[src/gpw_pkg.sv]
// Shared constants and types for the three-port GPIO block with port A wake-up.
package gpw_pkg;

	// ==========================================================================
	// Widths
	// ==========================================================================
	localparam int REG_W = 8;
	localparam int ADDR_W = 8;
	localparam int PORT_CNT = 3;
	localparam int PA_WIDTH = 8;
	localparam int PB_WIDTH = 8;
	localparam int PC_WIDTH = 6;

	// ==========================================================================
	// Data memory locations of the port registers
	// ==========================================================================
	localparam logic [ADDR_W-1:0] ADDR_PA_DATA = 8'h00;
	localparam logic [ADDR_W-1:0] ADDR_PA_DIR = 8'h01;
	localparam logic [ADDR_W-1:0] ADDR_PA_PU = 8'h02;
	localparam logic [ADDR_W-1:0] ADDR_PA_WAKE = 8'h03;
	localparam logic [ADDR_W-1:0] ADDR_PB_DATA = 8'h04;
	localparam logic [ADDR_W-1:0] ADDR_PB_DIR = 8'h05;
	localparam logic [ADDR_W-1:0] ADDR_PB_PU = 8'h06;
	localparam logic [ADDR_W-1:0] ADDR_PC_DATA = 8'h08;
	localparam logic [ADDR_W-1:0] ADDR_PC_DIR = 8'h09;
	localparam logic [ADDR_W-1:0] ADDR_PC_PU = 8'h0a;

	// ==========================================================================
	// Reset values
	// ==========================================================================
	localparam logic [REG_W-1:0] DATA_RST = 8'hff;
	localparam logic [REG_W-1:0] DIR_RST = 8'hff;
	localparam logic [REG_W-1:0] PU_RST = 8'h00;
	localparam logic [REG_W-1:0] WAKE_RST = 8'h00;
	localparam logic [REG_W-1:0] ZERO = 8'h00;

	// ==========================================================================
	// Power modes
	// ==========================================================================
	typedef enum logic [1:0] {
		GPW_RUN,
		GPW_IDLE,
		GPW_SLEEP
	} gpw_mode_t;

endpackage

[src/gpw_wake_if.sv]
// Interface carrying port A wake-up signals between the GPIO top and its detector.
`timescale 1ns/1ps
`default_nettype none
interface gpw_wake_if;
	logic [gpw_pkg::PA_WIDTH-1:0] pin;
	logic [gpw_pkg::PA_WIDTH-1:0] dir;
	logic [gpw_pkg::PA_WIDTH-1:0] wake_en;
	logic low_power;
	logic wake_req;

	modport top (output pin, output dir, output wake_en, output low_power, input wake_req);
	modport wake (input pin, input dir, input wake_en, input low_power, output wake_req);
endinterface
`default_nettype wire

[src/gpw_wake.sv]
// Port A falling-edge wake-up detector.
`timescale 1ns/1ps
`default_nettype none
module gpw_wake (
	input wire logic core_clk_i,
	input wire logic resetn_i,
	gpw_wake_if.wake wk
);

	logic [gpw_pkg::PA_WIDTH-1:0] sync1;
	logic [gpw_pkg::PA_WIDTH-1:0] sync2;
	logic [gpw_pkg::PA_WIDTH-1:0] prev;
	logic [gpw_pkg::PA_WIDTH-1:0] fall;

	// ==========================================================================
	// Synchroniser and edge history
	// ==========================================================================
	// Reset to high so a pin that idles high is not seen as falling at start.
	always_ff @(posedge core_clk_i) begin
		if (!resetn_i) begin
			sync1 <= '1;
			sync2 <= '1;
			prev <= '1;
		end else begin
			sync1 <= wk.pin;
			sync2 <= sync1;
			prev <= sync2;
		end
	end

	// ==========================================================================
	// Enabled falling edges, only on inputs and only in idle or sleep mode
	// ==========================================================================
	assign fall = prev & ~sync2 & wk.wake_en & wk.dir;

	always_ff @(posedge core_clk_i) begin
		if (!resetn_i) begin
			wk.wake_req <= 1'b0;
		end else begin
			wk.wake_req <= wk.low_power && (|fall);
		end
	end

endmodule
`default_nettype wire

[src/gpw_top.sv]
// Three-port GPIO with data latches, direction, pull-high and port A wake-up.
`timescale 1ns/1ps
`default_nettype none
module gpw_top #(
	parameter int PA_W = gpw_pkg::PA_WIDTH,
	parameter int PB_W = gpw_pkg::PB_WIDTH,
	parameter int PC_W = gpw_pkg::PC_WIDTH
) (
	input wire logic core_clk_i,
	input wire logic resetn_i,
	input wire logic [gpw_pkg::ADDR_W-1:0] mem_addr_i,
	input wire logic mem_wr_i,
	input wire logic mem_rd_i,
	input wire logic [gpw_pkg::REG_W-1:0] mem_wdata_i,
	output logic [gpw_pkg::REG_W-1:0] mem_rdata_o,
	output logic mem_hit_o,
	input wire logic halt_i,
	input wire logic halt_sleep_i,
	input wire logic other_wake_i,
	output logic [1:0] power_mode_o,
	output logic wake_req_o,
	input wire logic [PA_W-1:0] pa_pin_i,
	output logic [PA_W-1:0] pa_pin_o,
	output logic [PA_W-1:0] pa_pin_oe_n_o,
	output logic [PA_W-1:0] pa_pull_o,
	input wire logic [PB_W-1:0] pb_pin_i,
	output logic [PB_W-1:0] pb_pin_o,
	output logic [PB_W-1:0] pb_pin_oe_n_o,
	output logic [PB_W-1:0] pb_pull_o,
	input wire logic [PC_W-1:0] pc_pin_i,
	output logic [PC_W-1:0] pc_pin_o,
	output logic [PC_W-1:0] pc_pin_oe_n_o,
	output logic [PC_W-1:0] pc_pull_o
);

	// ==========================================================================
	// Elaboration checks
	// ==========================================================================
	if (PA_W != gpw_pkg::PA_WIDTH) begin : g_bad_pa
		$error("Port A width must match the wake-up interface width.");
	end
	if (PB_W < 1 || PB_W > gpw_pkg::REG_W) begin : g_bad_pb
		$error("Port B width must be 1 to 8.");
	end
	if (PC_W < 1 || PC_W > gpw_pkg::REG_W) begin : g_bad_pc
		$error("Port C width must be 1 to 8.");
	end

	// ==========================================================================
	// Per-port state, index 0 is port A, 1 is B, 2 is C
	// ==========================================================================
	localparam int P_CNT = gpw_pkg::PORT_CNT;

	logic [gpw_pkg::REG_W-1:0] port_data [P_CNT];
	logic [gpw_pkg::REG_W-1:0] port_dir [P_CNT];
	logic [gpw_pkg::REG_W-1:0] port_pu [P_CNT];
	logic [gpw_pkg::REG_W-1:0] port_pin [P_CNT];
	logic [gpw_pkg::REG_W-1:0] port_mask [P_CNT];
	logic [gpw_pkg::REG_W-1:0] port_read [P_CNT];
	logic [gpw_pkg::REG_W-1:0] port_a_wake_enable;
	logic [gpw_pkg::ADDR_W-1:0] addr_data [P_CNT];
	logic [gpw_pkg::ADDR_W-1:0] addr_dir [P_CNT];
	logic [gpw_pkg::ADDR_W-1:0] addr_pu [P_CNT];
	gpw_pkg::gpw_mode_t mode;
	gpw_pkg::gpw_mode_t next_mode;
	logic [gpw_pkg::REG_W-1:0] next_rdata;
	logic next_hit;
	logic pa_wake;

	// Unimplemented bits are masked at write time so they always read zero.
	assign port_mask[0] = gpw_pkg::REG_W'((1 << PA_W) - 1);
	assign port_mask[1] = gpw_pkg::REG_W'((1 << PB_W) - 1);
	assign port_mask[2] = gpw_pkg::REG_W'((1 << PC_W) - 1);

	assign port_pin[0] = gpw_pkg::REG_W'(pa_pin_i);
	assign port_pin[1] = gpw_pkg::REG_W'(pb_pin_i);
	assign port_pin[2] = gpw_pkg::REG_W'(pc_pin_i);

	assign addr_data[0] = gpw_pkg::ADDR_PA_DATA;
	assign addr_data[1] = gpw_pkg::ADDR_PB_DATA;
	assign addr_data[2] = gpw_pkg::ADDR_PC_DATA;
	assign addr_dir[0] = gpw_pkg::ADDR_PA_DIR;
	assign addr_dir[1] = gpw_pkg::ADDR_PB_DIR;
	assign addr_dir[2] = gpw_pkg::ADDR_PC_DIR;
	assign addr_pu[0] = gpw_pkg::ADDR_PA_PU;
	assign addr_pu[1] = gpw_pkg::ADDR_PB_PU;
	assign addr_pu[2] = gpw_pkg::ADDR_PC_PU;

	// ==========================================================================
	// Register writes
	// ==========================================================================
	for (genvar p = 0; p < P_CNT; p++) begin : g_port
		// The output latch changes only on a write to its own location.
		always_ff @(posedge core_clk_i) begin
			if (!resetn_i) begin
				port_data[p] <= gpw_pkg::DATA_RST & port_mask[p];
			end else if (mem_wr_i && mem_addr_i == addr_data[p]) begin
				port_data[p] <= mem_wdata_i & port_mask[p];
			end
		end

		always_ff @(posedge core_clk_i) begin
			if (!resetn_i) begin
				port_dir[p] <= gpw_pkg::DIR_RST & port_mask[p];
			end else if (mem_wr_i && mem_addr_i == addr_dir[p]) begin
				port_dir[p] <= mem_wdata_i & port_mask[p];
			end
		end

		always_ff @(posedge core_clk_i) begin
			if (!resetn_i) begin
				port_pu[p] <= gpw_pkg::PU_RST;
			end else if (mem_wr_i && mem_addr_i == addr_pu[p]) begin
				port_pu[p] <= mem_wdata_i & port_mask[p];
			end
		end

		// Input bits show the live pin, output bits show the latch.
		assign port_read[p] = ((port_dir[p] & port_pin[p]) | (~port_dir[p] & port_data[p]))
			& port_mask[p];
	end

	always_ff @(posedge core_clk_i) begin
		if (!resetn_i) begin
			port_a_wake_enable <= gpw_pkg::WAKE_RST;
		end else if (mem_wr_i && mem_addr_i == gpw_pkg::ADDR_PA_WAKE) begin
			port_a_wake_enable <= mem_wdata_i & port_mask[0];
		end
	end

	// ==========================================================================
	// Register reads
	// ==========================================================================
	// The pin is sampled in the read cycle itself, matching a non-latched input.
	always_comb begin
		next_rdata = gpw_pkg::ZERO;
		next_hit = 1'b1;
		case (mem_addr_i)
			gpw_pkg::ADDR_PA_DATA: next_rdata = port_read[0];
			gpw_pkg::ADDR_PA_DIR: next_rdata = port_dir[0];
			gpw_pkg::ADDR_PA_PU: next_rdata = port_pu[0];
			gpw_pkg::ADDR_PA_WAKE: next_rdata = port_a_wake_enable;
			gpw_pkg::ADDR_PB_DATA: next_rdata = port_read[1];
			gpw_pkg::ADDR_PB_DIR: next_rdata = port_dir[1];
			gpw_pkg::ADDR_PB_PU: next_rdata = port_pu[1];
			gpw_pkg::ADDR_PC_DATA: next_rdata = port_read[2];
			gpw_pkg::ADDR_PC_DIR: next_rdata = port_dir[2];
			gpw_pkg::ADDR_PC_PU: next_rdata = port_pu[2];
			default: next_hit = 1'b0;
		endcase
	end

	// Read data holds until the next read so a slow core can pick it up late.
	always_ff @(posedge core_clk_i) begin
		if (!resetn_i) begin
			mem_rdata_o <= gpw_pkg::ZERO;
			mem_hit_o <= 1'b0;
		end else if (mem_rd_i) begin
			mem_rdata_o <= next_rdata;
			mem_hit_o <= next_hit;
		end
	end

	// ==========================================================================
	// Pin drivers
	// ==========================================================================
	// Enable is low while driving; pull-high is only offered to input pins.
	always_comb begin
		pa_pin_o = port_data[0][PA_W-1:0];
		pa_pin_oe_n_o = port_dir[0][PA_W-1:0];
		pa_pull_o = port_pu[0][PA_W-1:0] & port_dir[0][PA_W-1:0];
		pb_pin_o = port_data[1][PB_W-1:0];
		pb_pin_oe_n_o = port_dir[1][PB_W-1:0];
		pb_pull_o = port_pu[1][PB_W-1:0] & port_dir[1][PB_W-1:0];
		pc_pin_o = port_data[2][PC_W-1:0];
		pc_pin_oe_n_o = port_dir[2][PC_W-1:0];
		pc_pull_o = port_pu[2][PC_W-1:0] & port_dir[2][PC_W-1:0];
	end

	// ==========================================================================
	// Power mode and wake-up
	// ==========================================================================
	gpw_wake_if wk_if ();

	assign wk_if.pin = pa_pin_i;
	assign wk_if.dir = port_dir[0][PA_W-1:0];
	assign wk_if.wake_en = port_a_wake_enable[PA_W-1:0];
	assign wk_if.low_power = (mode != gpw_pkg::GPW_RUN);
	assign pa_wake = wk_if.wake_req;

	gpw_wake u_wake (
		.core_clk_i(core_clk_i),
		.resetn_i(resetn_i),
		.wk(wk_if.wake)
	);

	// An other_wake_i request in the same cycle as a halt leaves the core running, so that wake is not lost.
	always_comb begin
		next_mode = mode;
		case (mode)
			gpw_pkg::GPW_RUN: begin
				if (halt_i && !other_wake_i) begin
					next_mode = halt_sleep_i ? gpw_pkg::GPW_SLEEP : gpw_pkg::GPW_IDLE;
				end
			end
			gpw_pkg::GPW_IDLE, gpw_pkg::GPW_SLEEP: begin
				if (pa_wake || other_wake_i) begin
					next_mode = gpw_pkg::GPW_RUN;
				end
			end
			default: next_mode = gpw_pkg::GPW_RUN;
		endcase
	end

	always_ff @(posedge core_clk_i) begin
		if (!resetn_i) begin
			mode <= gpw_pkg::GPW_RUN;
		end else begin
			mode <= next_mode;
		end
	end

	assign power_mode_o = mode;
	assign wake_req_o = pa_wake;

endmodule
`default_nettype wire

[config.mk]
export PLATFORM = sky130hd
export DESIGN_NAME = gpw_top
export DESIGN_NICKNAME = d
export VERILOG_FILES = /design/src/gpw_pkg.sv /design/src/gpw_wake_if.sv /design/src/gpw_wake.sv /design/src/gpw_top.sv
export SDC_FILE = /design/constraint.sdc
export NUM_CORES = 1
export LEC_CHECK = 0
export BUFFER_PORTS_ARGS = -buffer_cell sky130_fd_sc_hd__buf_2
export CORE_AREA = 2 2 90 136
export CTS_CLUSTER_SIZE = 14
export DETAILED_ROUTE_END_ITERATION = 10
export DIE_AREA = 0 0 92 138
export GPL_TIMING_DRIVEN = 1
export PLACE_DENSITY_LB_ADDON = 0.3
export SYNTH_ARGS = -nofsm -noshare
export SYNTH_HDL_FRONTEND = slang
export SYNTH_SLANG_ARGS = --single-unit
export TNS_END_PERCENT = 50
[constraint.sdc]
create_clock -name core_clk_i -period 3.7 [get_ports core_clk_i]
set_input_delay 0.37 -clock core_clk_i [delete_from_list [all_inputs] [get_ports core_clk_i]]
set_output_delay 0.37 -clock core_clk_i [all_outputs]
set_load 0.05 [all_outputs]
* After elaboration in Yosys (flattened, before gate mapping) *
Memories as Yosys holds them, arrays and structs flattened.
Index checks and enable logic that the tools add are counted.

cells by class
  multiplexer cells = 43
  equal/unequal tests = 13
  bitwise gates (word level) = 28
  reductions and logical operators = 21

operators with widths
  kind                number
  $pmux 8 s10         1
  $and 8x8->8         9
  $mux 8              9
  $mux 1              29
  $eq 8x3->1 const B  3
  $eq 8x4->1 const B  3
  $not 8->8           3
  $and 6x6->6         3
  $eq 8x2->1 const B  2
  $or 8x8->8          2
  $logic_and 1x1->1   12
  $reduce_or 10->1    1
  $or 1x1->1          9
  $eq 8x1->1 const B  1
  $logic_not 8->1     1
  $reduce_or 8->1     1
  $mux 2              3
  $not 6->6           1
  $or 6x6->6          1
  $ne 2x2->1 const B  2
  $pmux 2 s2          1
  $eq 2x1->1 const B  1
  $eq 2x2->1 const B  1
  $logic_not 2->1     1
  other kinds (5)     5

storage, ports and cells
  output and inout bits = 78
  logic and storage cells = 116
  input bits = 45
  RAM bits = 72
  memories = 3
  register bits after elaboration = 44

memories
  name       words  bits a word  read ports  clocked after memory_dff  write ports  line           source
  port_data  3      8            3           0                         3            gpw_top.sv:54  logic [gpw_pkg::REG_W-1:0] port_data [P_CNT];
  port_dir   3      8            3           0                         3            gpw_top.sv:55  logic [gpw_pkg::REG_W-1:0] port_dir [P_CNT];
  port_pu    3      8            3           0                         3            gpw_top.sv:56  logic [gpw_pkg::REG_W-1:0] port_pu [P_CNT];

* Logic depth before layout (Yosys ltp) *
Gate-level depths: netlist of run 1.

  depth after elaboration = 6
  depth in mapped cells = 8
  depth with buffers taken out = 5

* Modules after synthesis *
Synthesis of run 1 repeated with hierarchy kept, for this count alone.

unflattened totals
  cell total of the unflattened synthesis = 474
  area total of the unflattened synthesis = 5128.7 um2

by module, submodules not included
  module    cells each  area an instance (um2)  times used  seq. area each (um2)
  gpw_top   412         4361.7                  1           2362.3
  gpw_wake  62          767.0                   1           500.5

* Worst setup path after synthesis of run 1 *
OpenSTA, ideal clock, no wires.

  path kind = input to register
  start = input port mem_addr_i[5] in the netlist's numbering
  end = memory port_data[1][0] in the netlist's numbering, enable pin
  arrival = 1.828 ns
  buffers on the path = 2
  data required time = 3.316 ns
  library setup time = 0.384 ns
  stages = 6
  slack = 1.488 ns
  path through = nor4_4 -> nor2b_1 -> buf_4 -> nand2_2 -> buf_2 -> o21ai_0

RTL lines
  item         line           source
  from (decl)  gpw_top.sv:11  input wire logic [gpw_pkg::ADDR_W-1:0] mem_addr_i,
  to (decl)    gpw_top.sv:54

==> results of run 1 <==
-- kinds of logic after synthesis --
group	Yosys count	synth area share (%)
and+or+nand+nor	207	24.2
buffers and inverters	34	2.79
muxes	31	6.22
adders and majority gates	1	0.245
AOI/OAI and AO/OA	83	10.5
DFF	110	56.1
-- cells in the mapped netlist (9+ instances only) --
master     n
nor2_1    25
nand3_1   14
edfxtp_1  66
or3_1     36
buf_2      9
nor2b_1   15
nand2b_1  31
mux2i_1   25
o21ai_0   38
dfxtp_1   44
nand2_1   10
a22oi_1   10
clkbuf_1  18
and2_1    44
-- metal layers --
metal | part of all wire (%) | track usage [%]
met1 | 38 | 28.4
met2 | 53 | 42.4
met3 | 5.4 | 4.25
met4 | 2.9 | 8.01
met5 | 0 | 0
-- layout make-up --
| class | count | area (um2) |
|---|---|---|
| sequential | 110 | 2860 |
| inverter | 6 | 22.5 |
| timing repair buffer | 129 | 663 |
| fill | 1055 | 5520 |
| tap | 153 | 191 |
| clock inverter | 6 | 60.1 |
| multi-input combinational | 322 | 2100 |
| clock buffer | 10 | 229 |
-- critical path, cell delays in order --
cell,delay [ps]
buf_2,110
nor4_4,380
nor2b_1,550
nand2_1,480
o21ai_0,310
buf_4,210
-- sequential cells by signal, indices dropped and copies added, names as in the netlist --
register,count
port_pu,22
u_wake.prev,8
u_wake.sync1,8
port_a_wake_enable,8
port_data,22
mem_hit_o,1
mem_rdata_o,8
power_mode_o,2
u_wake.sync2,8
port_dir,22
u_wake.wk.wake_req,1
-- power by group through the flow --
| stage | Combinational (mW) | Clock (mW) | Sequential (mW) |
|---|---|---|---|
| after floorplan | 0.178 | 0 | 1.51 |
| after global placement | 0.407 | 0 | 1.42 |
| after detailed placement | 0.412 | 0 | 1.42 |
| after CTS | 0.414 | 0.960 | 1.39 |
| after global routing | 0.437 | 1.02 | 1.39 |
| final | 0.415 | 0.958 | 1.39 |
-- worst paths after layout --
kind	from	to	slack [ps]	depth (start not counted)
max	mem_addr_i[5]	port_pu[0][5]$_SDFFCE_PN0P_	1350	6
min	pa_pin_i[2]	u_wake.sync1[2]$_SDFF_PN1_	220	2
max reg2reg	port_dir[0][3]$_SDFFCE_PN1P_	mem_rdata_o[3]$_SDFFE_PN0P_	1710	5
min reg2reg	u_wake.sync1[5]$_SDFF_PN1_	u_wake.sync2[5]$_SDFF_PN1_	410	1
==> impl_metrics.env, run 1 <==
export IMPL_status="completed"
export IMPL_drive_gt1_share_pct=28.0
export IMPL_finClkSkew_ps=7.65
export IMPL_drt_vias_per_instance=5.57
export IMPL_yosys_register_bits=110
export IMPL_synth_flop_cell="edfxtp_1"
export IMPL_crit_required_ps=3760
export IMPL_finalNonFillerCells=736
export IMPL_finalHoldViolations=0
export IMPL_dr_pass1_iters=5
export IMPL_pwr_share_comb_pct=15.0
export IMPL_drc=0
export IMPL_max_cap_violations=0
export IMPL_worst_pin_slew_ps=813
export IMPL_ir_drop_uv=265
export IMPL_grt_pass1_wl_um=22900
export IMPL_start_util_pct=43.8
export IMPL_holdWs_ps=215
export IMPL_grt_overflow_total=0
export IMPL_grt_pass1_vias=4033
export IMPL_ant_nets=0
export IMPL_setup_violations=0
export IMPL_finalNetCount=624
export IMPL_area_growth_pct=20.0
export IMPL_final_common_cell="buf_2"
export IMPL_p_switching_mw=0.778
export IMPL_seqPwrFrac_pct=50.3
export IMPL_pwr_density_cell_nw_per_um2=451
export IMPL_clkPwrFrac_pct=34.7
export IMPL_yosysWarningCount=0
export IMPL_maxSlewHeadroom_pct=45.3
export IMPL_insertion_delay_ps=350
export IMPL_syn_nets=512
export IMPL_grt_total_usage_pct=23.7
export IMPL_fp_row_count=49
export IMPL_synthTopCellsByArea="edfxtp_1 (39%), dfxtp_1 (17%), and2_1 (5.4%)"
export IMPL_synthCells=466
export IMPL_utilization_pct=52.6
export IMPL_placed_area_um2=5840
export IMPL_p_leak_nw=2.35
export IMPL_place_congestion=0.872
export IMPL_placed_cells=720
export IMPL_die_h_um=138
export IMPL_dp_hpwl_um=11200
export IMPL_cp_max_fo=20
export IMPL_antennaDiodeCount=0
export IMPL_synth_top_cell_by_area="edfxtp_1"
export IMPL_arrival_ps=2410
export IMPL_ys_types=44
export IMPL_wl_um=14900
export IMPL_cts_root_buf="clkbuf_16"
export IMPL_synthArstFlopShare_pct=0
export IMPL_grt_max_degree=44
export IMPL_antenna_found_initial=0
export IMPL_worstSetupPathType="input pin to flip-flop"
export IMPL_rsz0062_at_grt="no"
export IMPL_cts_clk_slew_worst_paths_ps=70
export IMPL_cts_resized_gates=0
export IMPL_pre_cts_ws_ps=1020
export IMPL_start_kind="input pin"
export IMPL_layout_common_cells="buf_2 (122), edfxtp_1 (66), and2_1 (44), dfxtp_1 (44), o21ai_0 (38)"
export IMPL_cts_buffers=9
export IMPL_internal_power_mw=1.98
export IMPL_syn_area_um2=5110
export IMPL_fin_setup_tns_ps=0
export IMPL_core_um2=11600
export IMPL_ctsHoldBuffers=0
export IMPL_die_area_um2=12700
export IMPL_ioPinCount=123
export IMPL_ctsLongestPathBuffers=2
export IMPL_detail_route_wl_per_cell_um=20.3
export IMPL_fmax_mhz=426
export IMPL_finalMaxSlewViolations=0
export IMPL_synth_top_area_share_pct=38.8
export IMPL_dieWidth_um=92
export IMPL_hp_class="input pin to flip-flop"
export IMPL_syn_avg_cell_area_um2=11.0
export IMPL_post_cts_setup_buffers=0
export IMPL_drtIter0Drc=370
export IMPL_finalPower_mw=2.76
export IMPL_end_kind="flip-flop"
export IMPL_synth_edf_count=66
export IMPL_post_route_min_period_ps=2350
export IMPL_swShare_pct=28.2
export IMPL_h_tree_depth=3
export IMPL_io_buffers=122
export IMPL_period_share_pct=63.4
export IMPL_vias=4102
export IMPL_finalWorstSetupSlack_ps=1350
export IMPL_cts_sinks=110
export IMPL_cts_tree="yes"
export IMPL_ys_seq_area_share_pct=56.1
export IMPL_design_area_um2=6130
Power figures use the tool's default switching activity.
==> run 2, diff against run 1 <==
--- a/config.mk
+++ b/config.mk
@@ -5,11 +5,12 @@
 export SDC_FILE = /design/constraint.sdc
 export NUM_CORES = 1
 export LEC_CHECK = 0
+export ABC_AREA = 1
 export BUFFER_PORTS_ARGS = -buffer_cell sky130_fd_sc_hd__buf_2
-export CORE_AREA = 2 2 90 136
+export CORE_AREA = 2 2 92 138
 export CTS_CLUSTER_SIZE = 14
 export DETAILED_ROUTE_END_ITERATION = 10
-export DIE_AREA = 0 0 92 138
+export DIE_AREA = 0 0 94 140
 export GPL_TIMING_DRIVEN = 1
 export PLACE_DENSITY_LB_ADDON = 0.3
 export SYNTH_ARGS = -nofsm -noshare
==> constraint.sdc (replaced) <==
create_clock -name core_clk_i -period 2 [get_ports core_clk_i]
set_input_delay 0.2 -clock core_clk_i [delete_from_list [all_inputs] [get_ports core_clk_i]]
set_output_delay 0.2 -clock core_clk_i [all_outputs]
set_load 0.05 [all_outputs]
==> run 2 against run 1 <==
Net effect:
- sequential power increased by 86%
- total power increased by 91%
- via count increased by 16%
- cell count is 23% higher
- synthesized cell count increased by 33%
==> impl_metrics.env, run 2 <==
export IMPL_status="completed"
export IMPL_synthArstFlopShare_pct=0
export IMPL_ant_nets=0
export IMPL_grt_use_met1_pct=29.4
export IMPL_place_congestion=0.948
export IMPL_synth_top_area_share_pct=37.9
export IMPL_wl_um=15500
export IMPL_dr_pass1_iters=5
export IMPL_design_area_um2=6330
export IMPL_cts_sinks=110
export IMPL_reg_largest_list="port_data: 22 flops, port_dir: 22 flops, port_pu: 22 flops"
export IMPL_fmax_mhz=623
export IMPL_finalHoldViolations=0
export IMPL_finClkSkew_ps=5.77
export IMPL_post_cts_setup_buffers=0
export IMPL_yosysWarningCount=0
export IMPL_end_kind="flip-flop"
export IMPL_synth_edf_count=66
export IMPL_grt_pass1_wl_um=24100
export IMPL_die_h_um=140
export IMPL_area_growth_pct=21.0
export IMPL_start_util_pct=43.8
export IMPL_cts_root_buf="clkbuf_16"
export IMPL_detail_route_wl_per_cell_um=17.0
export IMPL_ioPinCount=123
export IMPL_drive_gt1_share_pct=25.6
export IMPL_fin_setup_tns_ps=0
export IMPL_period_share_pct=80.3
export IMPL_maxSlewHeadroom_pct=60.8
export IMPL_grt_overflow_total=0
export IMPL_multi_input_area_um2=1930
export IMPL_synth_flop_cell="edfxtp_1"
export IMPL_synth_top_family_by_area="simple AND/OR/NAND/NOR gates"
export IMPL_io_buffers=122
export IMPL_dp_hpwl_um=11900
export IMPL_ctsLongestPathBuffers=2
export IMPL_final_common_cell="nand2_1"
export IMPL_synth_adder_area_share_pct=0.239
export IMPL_insertion_delay_ps=350
export IMPL_grt_pass1_vias=4561
export IMPL_post_route_min_period_ps=1610
export IMPL_syn_nets=666
export IMPL_r2r_cells=7
export IMPL_synthMuxAreaShare_pct=0
export IMPL_synth_top_cell_by_area="edfxtp_1"
export IMPL_finalNetCount=796
export IMPL_hp_class="input pin to flip-flop"
export IMPL_syn_avg_cell_area_um2=8.44
export IMPL_drt_vias_per_instance=5.22
export IMPL_syn_area_um2=5230
export IMPL_dieWidth_um=94
export IMPL_start_kind="flip-flop"
export IMPL_cts_buffers=9
export IMPL_crit_required_ps=2290
export IMPL_die_area_um2=13200
export IMPL_utilization_pct=53.0
export IMPL_h_tree_depth=3
export IMPL_n_fill_cell=1158
export IMPL_ys_types=28
export IMPL_seqCellArea_um2=2860
export IMPL_met3_usage_pct=5.54
export IMPL_ctsHoldBuffers=0
export IMPL_synthTopCellsByArea="edfxtp_1 (38%), dfxtp_1 (17%), nand2_1 (12%)"
export IMPL_rsz0062_at_grt="no"
export IMPL_placed_area_um2=6020
export IMPL_synth_xor_area_share_pct=0
export IMPL_cp_max_fo=5
export IMPL_synth_most_common_cell="nand2_1"
export IMPL_finalMaxSlewViolations=0
export IMPL_synth_compound_area_share_pct=6.65
export IMPL_layout_common_cells="nand2_1 (170), buf_2 (122), inv_1 (76)"
export IMPL_setup_violations=0
export IMPL_p_leak_nw=2.96
export IMPL_reg2reg_to="mem_rdata_o[0]$_SDFFE_PN0P_"
export IMPL_hold_path_startpoint="pa_pin_i[0]"
export IMPL_ir_drop_uv=445
export IMPL_grt_max_degree=37
export IMPL_synth_simple_gate_area_share_pct=29.9
export IMPL_ys_seq_area_share_pct=54.7
export IMPL_pwr_density_cell_nw_per_um2=834
export IMPL_max_cap_violations=0
export IMPL_fp_row_count=49
export IMPL_antennaDiodeCount=0
export IMPL_reg2reg_from="port_dir[1][0]$_SDFFCE_PN1P_"
export IMPL_cts_tree="yes"
export IMPL_worstSetupPathType="flip-flop to flip-flop"
export IMPL_yosys_register_bits=110
export IMPL_drc=0
export IMPL_core_um2=12000
export IMPL_antenna_found_initial=0
export IMPL_cts_resized_gates=0
export IMPL_crit_end="mem_rdata_o[0]$_SDFFE_PN0P_"
export IMPL_synthCells=620
export IMPL_cp_startpoint="port_dir[1][0]$_SDFFCE_PN1P_"
export IMPL_top_usage_layer="met2"
export IMPL_cts_clk_slew_worst_paths_ps=70
export IMPL_grt_util_met2_pct=38.9
export IMPL_arrival_ps=1890
export IMPL_drtIter0Drc=373
export IMPL_grt_total_usage_pct=24.3
export IMPL_worst_pin_slew_ps=582
export IMPL_synth_top_cells_by_count="nand2_1 (170), inv_1 (76), nand3_1 (67)"
export IMPL_vias=4740
export IMPL_r2r_setup_slack_ps=390
[run 2: cell types whose count changed after synthesis, moves of 10 or more]
cell / delta
nand3_1: +53
nor2_1: +23
mux2i_1: -25
nor2b_1: -15
clkbuf_1: -13
a22oi_1: -10
or3_1: -36
and2_1: -44
inv_1: +70
nand2b_1: -31
nand2_1: +160
a21oi_1: +14
[run 2: how the worst min path moves through the flow]
stage | to | cells past startpoint
after floorplan | u_wake.sync1[0]$_SDFF_PN1_ | 2
after global placement | u_wake.sync1[0]$_SDFF_PN1_ | 3
after detailed placement | u_wake.sync2[7]$_SDFF_PN1_ | 1
after CTS | u_wake.sync1[0]$_SDFF_PN1_ | 3
after global routing | u_wake.sync1[7]$_SDFF_PN1_ | 2
final | u_wake.sync1[0]$_SDFF_PN1_ | 3
[run 2: layer usage]
metal / share of wire, % / wire length, um
met1: 38 / 5800
met2: 49 / 7610
met3: 7.3 / 1140
met4: 6.0 / 924
met5: 0 / 0
[run 2: area by class of cell]
| class | instances | area share (%) |
|---|---|---|
| multi-input cells | 405 | 30.4 |
| inverters | 89 | 5.28 |
| flip-flops and latches | 110 | 45.2 |
| clock buffers | 11 | 4.01 |
| well taps | 153 | 3.02 |
| repair buffers | 135 | 11.2 |
| clock inverters | 5 | 0.870 |
[run 2: metrics by stage]
stage                     power (mW)  std cells  hold slack, ps  worst slack [ps]
after floorplan                 3.19        620             293               199
after global placement          3.45        892             395               299
after CTS                       5.29        908            32.8               429
final                           5.28        908            34.8               394
after detailed placement        3.47        892             397               292
after global routing            5.45        908            35.6               325
[run 2: power breakdown]
| part | switching [mW] | total, mW | internal [mW] |
|---|---|---|---|
| clock network | 0.805 | 1.85 | 1.05 |
| logic | 0.642 | 0.832 | 0.190 |
| registers | 0.0858 | 2.59 | 2.51 |
[run 2: critical path, stage by stage (launching register included)]
cell and delay [ps]:
edfxtp_1 510, o21ai_0 540, nand3_1 140, nand2_1 80, nor2_1 40, nand3_1 70, nand2_1 50, a21oi_1 110
[run 2: kinds of logic (layout without fill, tap and decap cells)]
group                    after synthesis  count (layout)
AND/OR/NAND/NOR                      336             336
flip-flops                           110             110
buffers and inverters                105             240
AO/OA/AOI/OAI                         68              68
adder cells (fa/ha/maj)                1               1
